===== src/hdl/lp_retention_pkg.sv =====
/*
 * constants, field layout and carrier types for the low-power retention
 * control block. assumes a single 200 MHz clock domain and an APB master.
 */
// Overview of operation
// - the retention-regulator select bit resets to 1 and powers the dedicated regulator in backup; at 0 the main supply keeps the banks instead.
// - setting the supply-detection bypass bit skips external core-supply detection; at 0 detection stays on.
// - bits 5 to 4 choose the regulator output voltage range and hold 2 after reset.
// - bank 3 select keeps bank 3 contents in backup mode when 1, not when 0, reset 0.
// - bank 2 select keeps bank 2 contents in backup mode when 1, not when 0, reset 0.
// - bank 1 select keeps bank 1 contents in backup mode when 1, not when 0, reset 0.
// - bank 0 select keeps bank 0 contents in backup mode when 1, not when 0, reset 0.
`default_nettype none
package lp_retention_pkg;
    // ==========================================================
    // register map
    localparam logic [11:0] OFF_LOW_POWER_VOLTAGE_CONTROL = 12'h000;
    localparam int BANK_COUNT = 4;
    localparam int POS_BANK_KEEP = 0;
    localparam int POS_RANGE_LO = 4;
    localparam int POS_RANGE_HI = 5;
    localparam int POS_DET_BYPASS = 6;
    localparam int POS_RESV_LO = 7;
    localparam int POS_RET_REG = 8;
    localparam int POS_RESV_HI = 9;
    localparam logic [3:0] RST_BANK_KEEP = 4'h0;
    localparam logic [1:0] RST_RANGE = 2'h2;
    localparam logic RST_DET_BYPASS = 1'b0;
    localparam logic RST_RET_REG = 1'b1;
    localparam logic RST_RESV = 1'b0;
    localparam logic [31:0] ERR_READ_DATA = 32'h0000_0000;

    // ==========================================================
    // carriers
    typedef struct packed {
        logic resvHi;
        logic retRegEnable;
        logic resvLo;
        logic detBypass;
        logic [1:0] voltRange;
        logic [3:0] bankKeep;
    } lp_ctrl_t;

    typedef struct packed {
        logic dedicatedRegOn;
        logic [3:0] bankRetainMain;
        logic [3:0] bankRetainDedicated;
        logic [3:0] bankPowerOff;
    } retain_drive_t;
endpackage : lp_retention_pkg
`default_nettype wire


===== src/hdl/bank_retain_map.sv =====
/*
 * per-bank retention steering from the stored selections.
 * assumes the backup-mode level arrives synchronous to clk_sys.
 */
`timescale 1ns/1ps
`default_nettype none
module bank_retain_map (
    input wire logic inBackup,
    input wire lp_retention_pkg::lp_ctrl_t ctrl,
    output wire lp_retention_pkg::retain_drive_t drive
);
    import lp_retention_pkg::*;

    genvar b;
    // ==========================================================
    // bank steering
    generate
        for (b = 0; b < BANK_COUNT; b++) begin : g_bank
            // a bank not kept loses power only in backup; outside it all run
            assign drive.bankRetainDedicated[b] = inBackup && ctrl.bankKeep[b]
                && ctrl.retRegEnable;
            assign drive.bankRetainMain[b] = inBackup && ctrl.bankKeep[b]
                && !ctrl.retRegEnable;
            assign drive.bankPowerOff[b] = inBackup && !ctrl.bankKeep[b];
        end
    endgenerate
    assign drive.dedicatedRegOn = inBackup && ctrl.retRegEnable;
endmodule : bank_retain_map
`default_nettype wire


===== src/hdl/low_power_retention_control.sv =====
/*
 * low-power voltage control register (low ten bits) on APB, plus the
 * steering of regulator, detection bypass and bank retention outputs.
 * assumes the power sequencer gives a synchronous backup-mode level.
 */
`timescale 1ns/1ps
`default_nettype none
module low_power_retention_control (
    input wire logic clk_sys,
    input wire logic reset,
    input wire logic clkEn,
    input wire logic psel,
    input wire logic penable,
    input wire logic pwrite,
    input wire logic [11:0] paddr,
    input wire logic [31:0] pwdata,
    input wire logic [3:0] pstrb,
    output logic [31:0] prdata,
    output logic pready,
    output logic pslverr,
    input wire logic inBackup,
    output var lp_retention_pkg::retain_drive_t retainDrive,
    output logic [1:0] regulatorRange,
    output logic supplyDetectBypass
);
    import lp_retention_pkg::*;

    lp_ctrl_t ctrl_ff;
    lp_ctrl_t nxt_ctrl;
    retain_drive_t driveComb;
    logic setupPhase;
    logic hit;
    logic wrStrobe;
    typedef enum logic [1:0] {
        S_IDLE = 2'b01,
        S_ACK = 2'b10
    } apb_state_t;
    apb_state_t state_ff;

    assign hit = (paddr == OFF_LOW_POWER_VOLTAGE_CONTROL);
    assign setupPhase = psel && !penable;
    assign wrStrobe = psel && penable && pready && pwrite && hit;

    // ==========================================================
    // apb handshake: no wait state, answer at the first access edge
    always_ff @(posedge clk_sys or posedge reset) begin
        if (reset) begin
            state_ff <= S_IDLE;
        end else if (clkEn) begin
            case (state_ff)
                S_IDLE: begin
                    if (setupPhase) begin
                        state_ff <= S_ACK;
                    end
                end
                S_ACK: begin
                    state_ff <= S_IDLE;
                end
                default: begin
                    state_ff <= S_IDLE;
                end
            endcase
        end
    end

    always_ff @(posedge clk_sys or posedge reset) begin
        if (reset) begin
            pready <= 1'b0;
        end else if (clkEn) begin
            pready <= (state_ff == S_IDLE) && setupPhase;
        end
    end

    // ==========================================================
    // register write, byte lanes 0 and 1 carry the fields
    always_comb begin
        nxt_ctrl = ctrl_ff;
        if (pstrb[0]) begin
            nxt_ctrl.bankKeep = pwdata[POS_BANK_KEEP +: BANK_COUNT];
            nxt_ctrl.voltRange = pwdata[POS_RANGE_HI:POS_RANGE_LO];
            nxt_ctrl.detBypass = pwdata[POS_DET_BYPASS];
            nxt_ctrl.resvLo = pwdata[POS_RESV_LO];
        end
        if (pstrb[1]) begin
            nxt_ctrl.retRegEnable = pwdata[POS_RET_REG];
            nxt_ctrl.resvHi = pwdata[POS_RESV_HI];
        end
    end

    always_ff @(posedge clk_sys or posedge reset) begin
        if (reset) begin
            ctrl_ff.bankKeep <= RST_BANK_KEEP;
            ctrl_ff.voltRange <= RST_RANGE;
            ctrl_ff.detBypass <= RST_DET_BYPASS;
            ctrl_ff.resvLo <= RST_RESV;
            ctrl_ff.retRegEnable <= RST_RET_REG;
            ctrl_ff.resvHi <= RST_RESV;
        end else if (clkEn && wrStrobe) begin
            ctrl_ff <= nxt_ctrl;
        end
    end

    // ==========================================================
    // read data and error, registered with the ready
    always_ff @(posedge clk_sys or posedge reset) begin
        if (reset) begin
            prdata <= ERR_READ_DATA;
            pslverr <= 1'b0;
        end else if (clkEn) begin
            if ((state_ff == S_IDLE) && setupPhase) begin
                pslverr <= !hit;
                // readback of the last written value, upper bits zero
                prdata <= (hit && !pwrite) ? {22'h000000, ctrl_ff} : ERR_READ_DATA;
            end else begin
                pslverr <= 1'b0;
                prdata <= ERR_READ_DATA;
            end
        end
    end

    // ==========================================================
    // retention steering
    bank_retain_map u_map (
        .inBackup(inBackup),
        .ctrl(ctrl_ff),
        .drive(driveComb)
    );

    // outputs registered so the sequencer never sees decode glitches
    always_ff @(posedge clk_sys or posedge reset) begin
        if (reset) begin
            retainDrive <= '0;
            regulatorRange <= RST_RANGE;
            supplyDetectBypass <= RST_DET_BYPASS;
        end else if (clkEn) begin
            retainDrive <= driveComb;
            regulatorRange <= ctrl_ff.voltRange;
            supplyDetectBypass <= ctrl_ff.detBypass;
        end
    end
endmodule : low_power_retention_control
`default_nettype wire


===== config.mk =====
export PLATFORM = sky130hd
export DESIGN_NAME = low_power_retention_control
export DESIGN_NICKNAME = d
export VERILOG_FILES = /design/src/hdl/lp_retention_pkg.sv /design/src/hdl/bank_retain_map.sv /design/src/hdl/low_power_retention_control.sv
export SDC_FILE = /design/constraint.sdc
export NUM_CORES = 1
export LEC_CHECK = 0
export ABC_AREA = 0
export BUFFER_PORTS_ARGS = -buffer_cell sky130_fd_sc_hd__clkbuf_2
export CORE_ASPECT_RATIO = 2
export CORE_UTILIZATION = 25
export DETAILED_ROUTE_END_ITERATION = 8
export MAX_ROUTING_LAYER = met4
export SYNTH_ARGS = -nofsm -noshare
export SYNTH_HDL_FRONTEND = slang
export SYNTH_SLANG_ARGS = --single-unit

===== constraint.sdc =====
create_clock -name clk_sys -period 1.45 [get_ports clk_sys]
set_input_delay 0.2175 -clock clk_sys [delete_from_list [all_inputs] [get_ports clk_sys]]
set_output_delay 0.2175 -clock clk_sys [all_outputs]
set_load 0.01 [all_outputs]

==> results of run 1 <==
==> stage by stage <==
step                      hold WS, ns  utilization  setup WS [ns]  TNS [ns]
final                           0.167        0.342         -0.152     -1.33
after global routing            0.164        0.342         -0.213     -1.90
after CTS                       0.162        0.342         -0.161     -1.44
after detailed placement        0.180        0.318         -0.143     -1.37
after global placement          0.172        0.318         -0.106     -1.13
after floorplan                 0.346            -         -0.106     -1.06
==> worst max-delay path, cell delays in order, from the launching register on <==
cell	delay (ns)
dfstp_2	0.53
or4b_4	0.48
nor3b_4	0.23
buf_12	0.16
a22o_1	0.13
==> cells by family after synthesis <==
logic type      synth area share
other cells              0.00221
buf+inv                    0.115
simple gates              0.0729
mux                       0.0862
flops                      0.592
compound gates             0.132
==> worst max-delay path by stage <==
stage	cells after the start	slack, ns	from	end
CTS	4	-0.16	state_ff[0]	prdata[6]
global placement	4	-0.11	state_ff[0]	prdata[8]
global route	4	-0.21	state_ff[0]	prdata[8]
floorplan	3	-0.11	state_ff[0]	prdata[0]
finish	4	-0.15	state_ff[0]	prdata[6]
detailed placement	4	-0.14	state_ff[0]	prdata[6]
==> where the power goes <==
group / switching (mW) / internal (mW) / total, mW
Clock: 0.396 / 0.685 / 1.08
Sequential: 0.0122 / 1.14 / 1.15
Combinational: 0.106 / 0.0733 / 0.179
Total: 0.514 / 1.90 / 2.41
==> cell usage in the layout (no fill, tap or decap), types with 2 or more instances in the layout <==
| master | count |
|---|---|
| inv_1 | 4 |
| clkbuf_2 | 58 |
| buf_12 | 2 |
| o21ai_0 | 3 |
| nor4_1 | 3 |
| dfrtp_1 | 36 |
| nand2_1 | 7 |
| clkbuf_16 | 5 |
| dfstp_2 | 4 |
| o2bb2ai_1 | 9 |
| a22o_1 | 14 |
| buf_4 | 7 |
| clkbuf_1 | 2 |
| nor2_1 | 5 |
| conb_1 | 22 |
| mux2_2 | 13 |
| nand3_1 | 3 |
==> layer usage <==
| layer | track usage | vias to the layer above |
|---|---|---|
| met4 | 0.0945 | 0 |
| met2 | 0.188 | 61 |
| li1 | - | 565 |
| met3 | 0.0295 | 14 |
| met1 | 0.115 | 570 |
| met5 | - | - |
==> registers in the layout (all words and copies together), names as in the netlist <==
name / flops
supplyDetectBypass: 1
state_ff: 2
pready: 1
regulatorRange: 2
pslverr: 1
retainDrive: 13
ctrl_ff: 10
prdata: 10
==> cell type report <==
type	count	area share
Clock buffer	8	0.0651
Inverter	4	0.00668
Multi-Input combinational cell	84	0.257
Sequential cell	40	0.448
Tap cell	88	0.0490
Timing Repair Buffer	68	0.175
==> what timing repair did <==
action | in CTS | in global routing
hold buffers | 1 | 0
setup endpoints to repair | 10 | 10
endpoints found under the hold margin | 7 | 0
gates cloned | 0 | 0
pin swaps | 0 | 1
==> results.cfg, run 1 <==
[run_status]
status = complete, but fails checks
violations = negative setup slack

[yosys]
ys_types = 20
yosysTopAreaCell = dfrtp_1
syn_area_um2 = 1700
synth_commonest_cells = 36 x dfrtp_1, 22 x buf_4, 14 x a22o_1, 13 x mux2_2, 9 x o2bb2ai_1
synth_edf_count = 0
synth_seq_area_share = 0.592
yosysMostFrequentCell = dfrtp_1
ys_async_sr_fraction = 1.00
postSynthCellCount = 133
synth-seq-cells = 40
ys_warn_count = 0
yosysTopAreaCellShare = 0.530
ys.flop_type = dfrtp_1
yosys-top-cells-area = dfrtp_1 53%, buf_4 9.7%, mux2_2 8.6%, a22o_1 7.2%, dfstp_2 6.2%
syn_area_per_cell_um2 = 12.8

[sta]
grt_setup_unrepaired = true
min_period_ns = 1.60
setup_violations = 10
skew_ns = 0.00502
worst_slack_ns = -0.152
fin_crit_sh = 1.10
fmax_mhz = 624
hold_violations = 0
drv_slew = 0

[setup_path]
r2r_cells = 4
crit_path_end_kind = flop
path_max_fanout = 10
path_class = reg2reg
cp-start-kind = flop
cp.arrival_ns = 1.82
reg2reg_to = prdata[6]
reg2reg_from = state_ff[0]
ff2ff_setup_slack_ns = -0.15
required_ns = 1.66

[detailed_routing]
route.detailed.drc = 0
detail-route-antenna-nets = 0
routed-wl-met2_mm = 1.99
dr.pass1.iters = 4
drt_iter0_markers = 12
vias_per_cell = 4.14
wl_met3_um = 208
highest-signal-layer = met4
routedWlPerCell_um = 12.7
wl_met1_mm = 1.32
wl_mm = 3.70
vias = 1210

[layout]
nets = 258
drive_above_1_share = 0.451
final_area_um2 = 2250
area.growth.synth_to_final_pct = 32.3
num_antenna_cells = 0
stdcell_count = 292
fill_cells = 691
multiInputGateArea_um2 = 577
seq_area_um2 = 1010

[floorplanning]
die_h_um = 119
core_area_um2 = 6570
die_w_um = 60.3
io_pins = 105
start_util = 0.259
dieArea_um2 = 7150
rows = 42

[power]
ir_drop_uv = 579
p_per_area_nw_per_um2 = 1070
power_mw = 2.41
power.leakage_nw = 1.18

[placed_design]
dpl_cell_area_um2 = 2090
hpwl_mm = 2.89
dp.cells = 283
place_congestion = 0.788
numPortBuffers = 58

[worst_hold_path]
min_path_type = in2reg
holdPathEnd = ctrl_ff[2]
hold_start = pwdata[2]
hold-path-cell-count = 2

[clock_tree]
path_clk_slew_ns = 0.05
clock-sinks = 40
cts_tree = built
clock_path_buffers = 2
worstSkewPairLatency_ns = 0.28
root_buffer = clkbuf_16
ctsResizeCount = 0
cts-htree-levels = 2
post_cts_buffers = 0
cts_inserted_buffers = 5

[run]
cap_violations = 0

[global_routing]
antenna_found_initial = 0
grt_pass1_vias = 1177
grt_overflow = 0
grt_max_degree = 34
grt_usage = 0.118
grt_pass1_wl_mm = 5.73
No activity file was read; power rests on OpenSTA's default activity.
==> run 2, diff against run 1 <==
Settings changed: ABC_AREA 0 to 1.
==> run 2 against run 1 <==
Sequential share of layout area decreased by 2.1 points. Critical endpoint unchanged. Fmax increased by 27%. The flow now finishes without violations. Synthesized cell count increased by 53%. Highest routed layer unchanged. Via count increased by 22%. Sequential power about the same. Final cell count increased by 23%.
==> results.cfg, run 2 <==
[clock_tree]
cts_hold_buffers = 0
clock-sinks = 40
cts-htree-levels = 2
root_buffer = clkbuf_16
worstSkewPairLatency_ns = 0.28
ctsResizeCount = 0
cts_inserted_buffers = 5
cts_tree = built
clock_path_buffers = 2
path_clk_slew_ns = 0.06
post_cts_buffers = 0

[setup_path]
required_ns = 1.67
r2r_cells = 4
reg2reg_from = state_ff[0]
reg2reg_to = prdata[6]
crit_path_end = prdata[6]
path_max_fanout = 10
crit_path_end_kind = flop
path_class = reg2reg
startpoint = state_ff[0]
ff2ff_setup_slack_ns = 0.19
cp.arrival_ns = 1.49
cp-start-kind = flop

[floorplanning]
core_area_um2 = 7270
dieArea_um2 = 7900
die_w_um = 63.4
io_pins = 105
start_util = 0.259
rows = 44
die_h_um = 125

[sta]
setup_violations = 0
fin_crit_sh = 0.871
min_period_ns = 1.26
hold_violations = 0
fmax_mhz = 792
max_slew_margin = 0.659
grt_setup_unrepaired = false
drv_slew = 0
finalSetupTns_ns = 0
worst_pin_slew_ns = 0.511
skew_ns = 0.00457

[yosys]
synth_commonest_cells = 81 x nand2_1, 36 x dfrtp_1, 25 x buf_4, 11 x nand3_1, 10 x o21ai_0
yosysMostFrequentCell = nand2_1
syn_area_um2 = 1880
yosys-top-cells-area = dfrtp_1 48%, nand2_1 16%, buf_4 10%, dfstp_2 5.6%, nor2_8 3.2%
postSynthCellCount = 204
syn_area_per_cell_um2 = 9.23
ys_warn_count = 0
ys_types = 23
yosysTopAreaCell = dfrtp_1
synth-seq-cells = 40
synth_seq_area_share = 0.534
ys.flop_type = dfrtp_1
synth_edf_count = 0
yosysTopAreaCellShare = 0.478
ys_async_sr_fraction = 1.00

[placed_design]
hpwl_mm = 3.26
place_congestion = 0.708
numPortBuffers = 58
dp.cells = 351

[layout]
stdcell_count = 359
regMostFlops = retainDrive
fill_cells = 805
reg_top3 = retainDrive: 13 flops, ctrl_ff: 10 flops, prdata: 10 flops
num_antenna_cells = 0
nets = 321
final_common_cell = nand2_1
drive_above_1_share = 0.322
largest_reg_flops = 13
final_cell_mix = 81 x nand2_1, 58 x clkbuf_2, 36 x dfrtp_1, 22 x conb_1, 11 x nand3_1
area.growth.synth_to_final_pct = 25.3

[detailed_routing]
dr.pass1.iters = 4
routedWlPerCell_um = 11.8
detail-route-antenna-nets = 0
vias = 1472
vias_per_cell = 4.10
route.detailed.drc = 0
wl_mm = 4.24
drt_iter0_markers = 46

[power]
power.leakage_nw = 1.34
power_mw = 2.57
ir_drop_uv = 588
p_per_area_nw_per_um2 = 1090

[run]
cap_violations = 0

[global_routing]
grt_max_degree = 41
grt_overflow = 0
grt_pass1_vias = 1443
antenna_found_initial = 0
grt_usage = 0.124
grt_pass1_wl_mm = 7.25

[run_status]
status = completed

[worst_hold_path]
min_path_type = in2async
## run 2: changes by cell type in the layout (fill, tap and decap cells not counted), sizes merged, moves of 9 or more
cell     before  now
nand3         3   13
nand2         7   83
o2bb2ai       9    0
mux2         13    0
a22o         14    0
## run 2: cell families (layout without fill, tap and decap cells)
group,count (synthesis),after routing,share of synthesized area
buf+inv,37,79,0.125
other cells,1,22,0.00199
simple gates,112,112,0.296
compound gates,14,14,0.0425
flops,40,40,0.534
## run 2: routing by layer
layer	GRT usage	vias up	part of all wire
li1	-	719	-
met1	0.127	687	0.34
met2	0.217	60	0.58
met3	0.0256	6	0.052
met4	0.0642	0	0.025
met5	-	-	0
## run 2: area by class of cell
cell class                      instances  area [µm²]  share of cell area
Clock buffer                            5         125              0.0530
Clock inverter                          3        42.5              0.0180
Inverter                               10        37.5              0.0159
Multi-Input combinational cell        148         721               0.305
Sequential cell                        40        1010               0.426
Tap cell                               92         115              0.0488
Timing Repair Buffer                   61         313               0.133
## run 2: how the worst min path moves through the flow
stage | end | slack [ns] | depth (start not counted)
3_5_place_dp | regulatorRange[0] | 0.36 | 3
2_1_floorplan | ctrl_ff[8] | 0.31 | 2
5_1_grt | regulatorRange[0] | 0.09 | 3
4_1_cts | regulatorRange[0] | 0.06 | 3
6_report | regulatorRange[0] | 0.03 | 3
3_3_place_gp | regulatorRange[0] | 0.34 | 3
## run 2: power breakdown
part | total, mW | internal [mW] | switching [mW]
logic | 0.181 | 0.0573 | 0.123
clock network | 1.24 | 0.808 | 0.432
registers | 1.15 | 1.14 | 0.0118
total | 2.57 | 2.00 | 0.567
## run 2: per-stage QoR
stage / cell area [µm²] / hold WS [ns] / utilization / setup slack, ns
floorplan: 1960 / 0.307 / - / 0.321
global placement: 2190 / 0.342 / 0.302 / 0.211
detailed placement: 2190 / 0.358 / 0.302 / 0.188
CTS: 2360 / 0.0562 / 0.325 / 0.175
global route: 2360 / 0.0877 / 0.325 / 0.102
finish: 2360 / 0.0323 / 0.325 / 0.187
## run 2: worst max-delay path, stage by stage (launching register included)
cell and delay (ns):
dfstp_2 0.53, nand4_2 0.18, nor2_4 0.27, nand3_1 0.15
nand2_1 0.07
==> run 3, diff against run 2 <==
--- a/config.mk
+++ b/config.mk
@@ -8,4 +8,5 @@
 export ABC_AREA = 1
 export BUFFER_PORTS_ARGS = -buffer_cell sky130_fd_sc_hd__clkbuf_2
+export CAP_MARGIN = 40
 export CORE_ASPECT_RATIO = 2
 export CORE_UTILIZATION = 25
==> constraint.sdc (replaced) <==
create_clock -name clk_sys -period 1.45 [get_ports clk_sys]
set_input_delay 0.145 -clock clk_sys [delete_from_list [all_inputs] [get_ports clk_sys]]
set_output_delay 0.145 -clock clk_sys [all_outputs]
set_load 0.01 [all_outputs]
==> run 3 against run 2 <==
Clock power down 18%. Power down 8.3%. Die area unchanged. Final area down 0.85%. Core utilization down 0.28 points. Sequential cell count unchanged. Worst hold slack better by 0.010 ns. Sequential share of layout area up 0.36 points. Combinational power about the same. Sequential power about the same.
==> results.cfg, run 3 (synthesis gave the netlist of run 2 again) <==
[placed_design]
hpwl_mm = 3.29
dp.cells = 351
numPortBuffers = 58
place_congestion = 0.710

[detailed_routing]
route.detailed.drc = 0
dr.pass1.iters = 4
drt_iter0_markers = 43
wl_mm = 4.20
detail-route-antenna-nets = 0
vias = 1444
routedWlPerCell_um = 11.7
vias_per_cell = 4.02

[setup_path]
required_ns = 1.67
path_max_fanout = 10
crit_buf_inv = 0
cp.arrival_ns = 1.48
path_class = reg2reg
ff2ff_setup_slack_ns = 0.19
cp-start-kind = flop
crit_path_end_kind = flop
slowest_delay_ns = 0.53
timing.critical_path.cells = nand4_2 > nor2_4 > nand3_1 > nand2_1
cp_top_family = simple AND/OR/NAND/NOR gates
crit_slowest_cell = dfstp_2

[layout]
reg_top3 = retainDrive: 13 flops, ctrl_ff: 10 flops, prdata: 10 flops
drive_above_1_share = 0.318
stdcell_count = 359
area.growth.synth_to_final_pct = 24.3
regMostFlops = retainDrive
fill_cells = 812
final_common_cell = nand2_1
largest_reg_flops = 13
final_cell_mix = 81 x nand2_1, 58 x clkbuf_2, 36 x dfrtp_1, 22 x conb_1, 11 x nand3_1
nets = 322
num_antenna_cells = 0

[global_routing]
grt_overflow = 0
grt_pass1_wl_mm = 7.15
grt_pass1_vias = 1401
grt_usage = 0.123
antenna_found_initial = 0
grt_max_degree = 41

[clock_tree]
cts_inserted_buffers = 5
cts-htree-levels = 2
worstSkewPairLatency_ns = 0.28
cts_tree = built
post_cts_buffers = 0
clock_path_buffers = 2
ctsResizeCount = 0
path_clk_slew_ns = 0.06
clock-sinks = 40
root_buffer = clkbuf_16

[power]
p_per_area_nw_per_um2 = 1010
power_frac_seq = 0.489
p_sw_frac = 0.227
ir_drop_uv = 501
internal-power_mw = 1.82
p_sw_mw = 0.535
power.leakage_nw = 1.33
power_frac_comb = 0.077
clkPwrFrac = 0.434

[sta]
fin_crit_sh = 0.869
fmax_mhz = 794
hold_violations = 0
finalSetupTns_ns = 0
drv_slew = 0
max_slew_margin = 0.663
min_period_ns = 1.26
skew_ns = 0.00569
setup_violations = 0
worst_pin_slew_ns = 0.505
grt_setup_unrepaired = false

[run]
cap_violations = 0

[floorplanning]
die_w_um = 63.4
dieArea_um2 = 7900
start_util = 0.259
io_pins = 105
rows = 44
core_area_um2 = 7270
die_h_um = 125

[run_status]
status = completed

[worst_hold_path]
min_path_type = in2reg
## run 3: cell count changes in the layout (fill, tap and decap cells not counted)
cell and change:
bufinv_16 -1, dlygate4sd3_1 +1
## run 3: area by class of cell
class	count	area, µm²	share of cell area
Tap cell	92	115	0.0492
Inverter	10	37.5	0.0160
Clock inverter	2	12.5	0.00535
Clock buffer	5	125	0.0535
Timing Repair Buffer	62	323	0.138
Sequential cell	40	1010	0.430
Multi-Input combinational cell	148	721	0.308
## run 3: final timing paths
check / endpoint / start / depth (start not counted)
max: prdata[3] / state_ff[0] / 4
min: ctrl_ff[8] / pwdata[8] / 3
max reg2reg: prdata[3] / state_ff[0] / 4
min reg2reg: regulatorRange[1] / regulatorRange[1] / 2
max in group asynchronous: state_ff[0] / reset / 4
min in group asynchronous: regulatorRange[0] / reset / 4
## run 3: stage by stage
step | setup WS, ns | util | power, mW | instance area [µm²] | hold slack [ns]
final | 0.190 | 0.322 | 2.36 | 2340 | 0.0423
after detailed placement | 0.202 | 0.302 | 1.36 | 2190 | 0.284
after global placement | 0.210 | 0.302 | 1.35 | 2190 | 0.271
after CTS | 0.187 | 0.322 | 2.40 | 2340 | 0.0400
after global routing | 0.0846 | 0.322 | 2.47 | 2340 | 0.0542
after floorplan | 0.373 | - | 1.32 | 1960 | 0.235
## run 3: power groups by stage
stage / Clock (mW) / Combinational [mW] / Sequential [mW]
final: 1.02 / 0.182 / 1.15
after global routing: 1.11 / 0.208 / 1.15
after CTS: 1.06 / 0.187 / 1.15
after global placement: 0 / 0.181 / 1.17
after detailed placement: 0 / 0.185 / 1.17
after floorplan: 0 / 0.142 / 1.18
## run 3: what timing repair did
item	CTS	global route
hold endpoints to repair	36	0
setup endpoints to repair	0	0
hold buffers	1	0
## run 3: worst register-to-register path, cell delays in order, from the launching register on
cell and delay (ns):
dfstp_2 0.53, nand4_2 0.18, nor2_4 0.26, nand3_1 0.15
nand2_1 0.08
## run 3: metal layers
metal	vias up	global-route usage	part of all wire
li1	723	-	-
met1	654	0.127	0.36
met2	61	0.212	0.57
met3	6	0.0192	0.044
met4	0	0.0749	0.025
met5	-	-	0
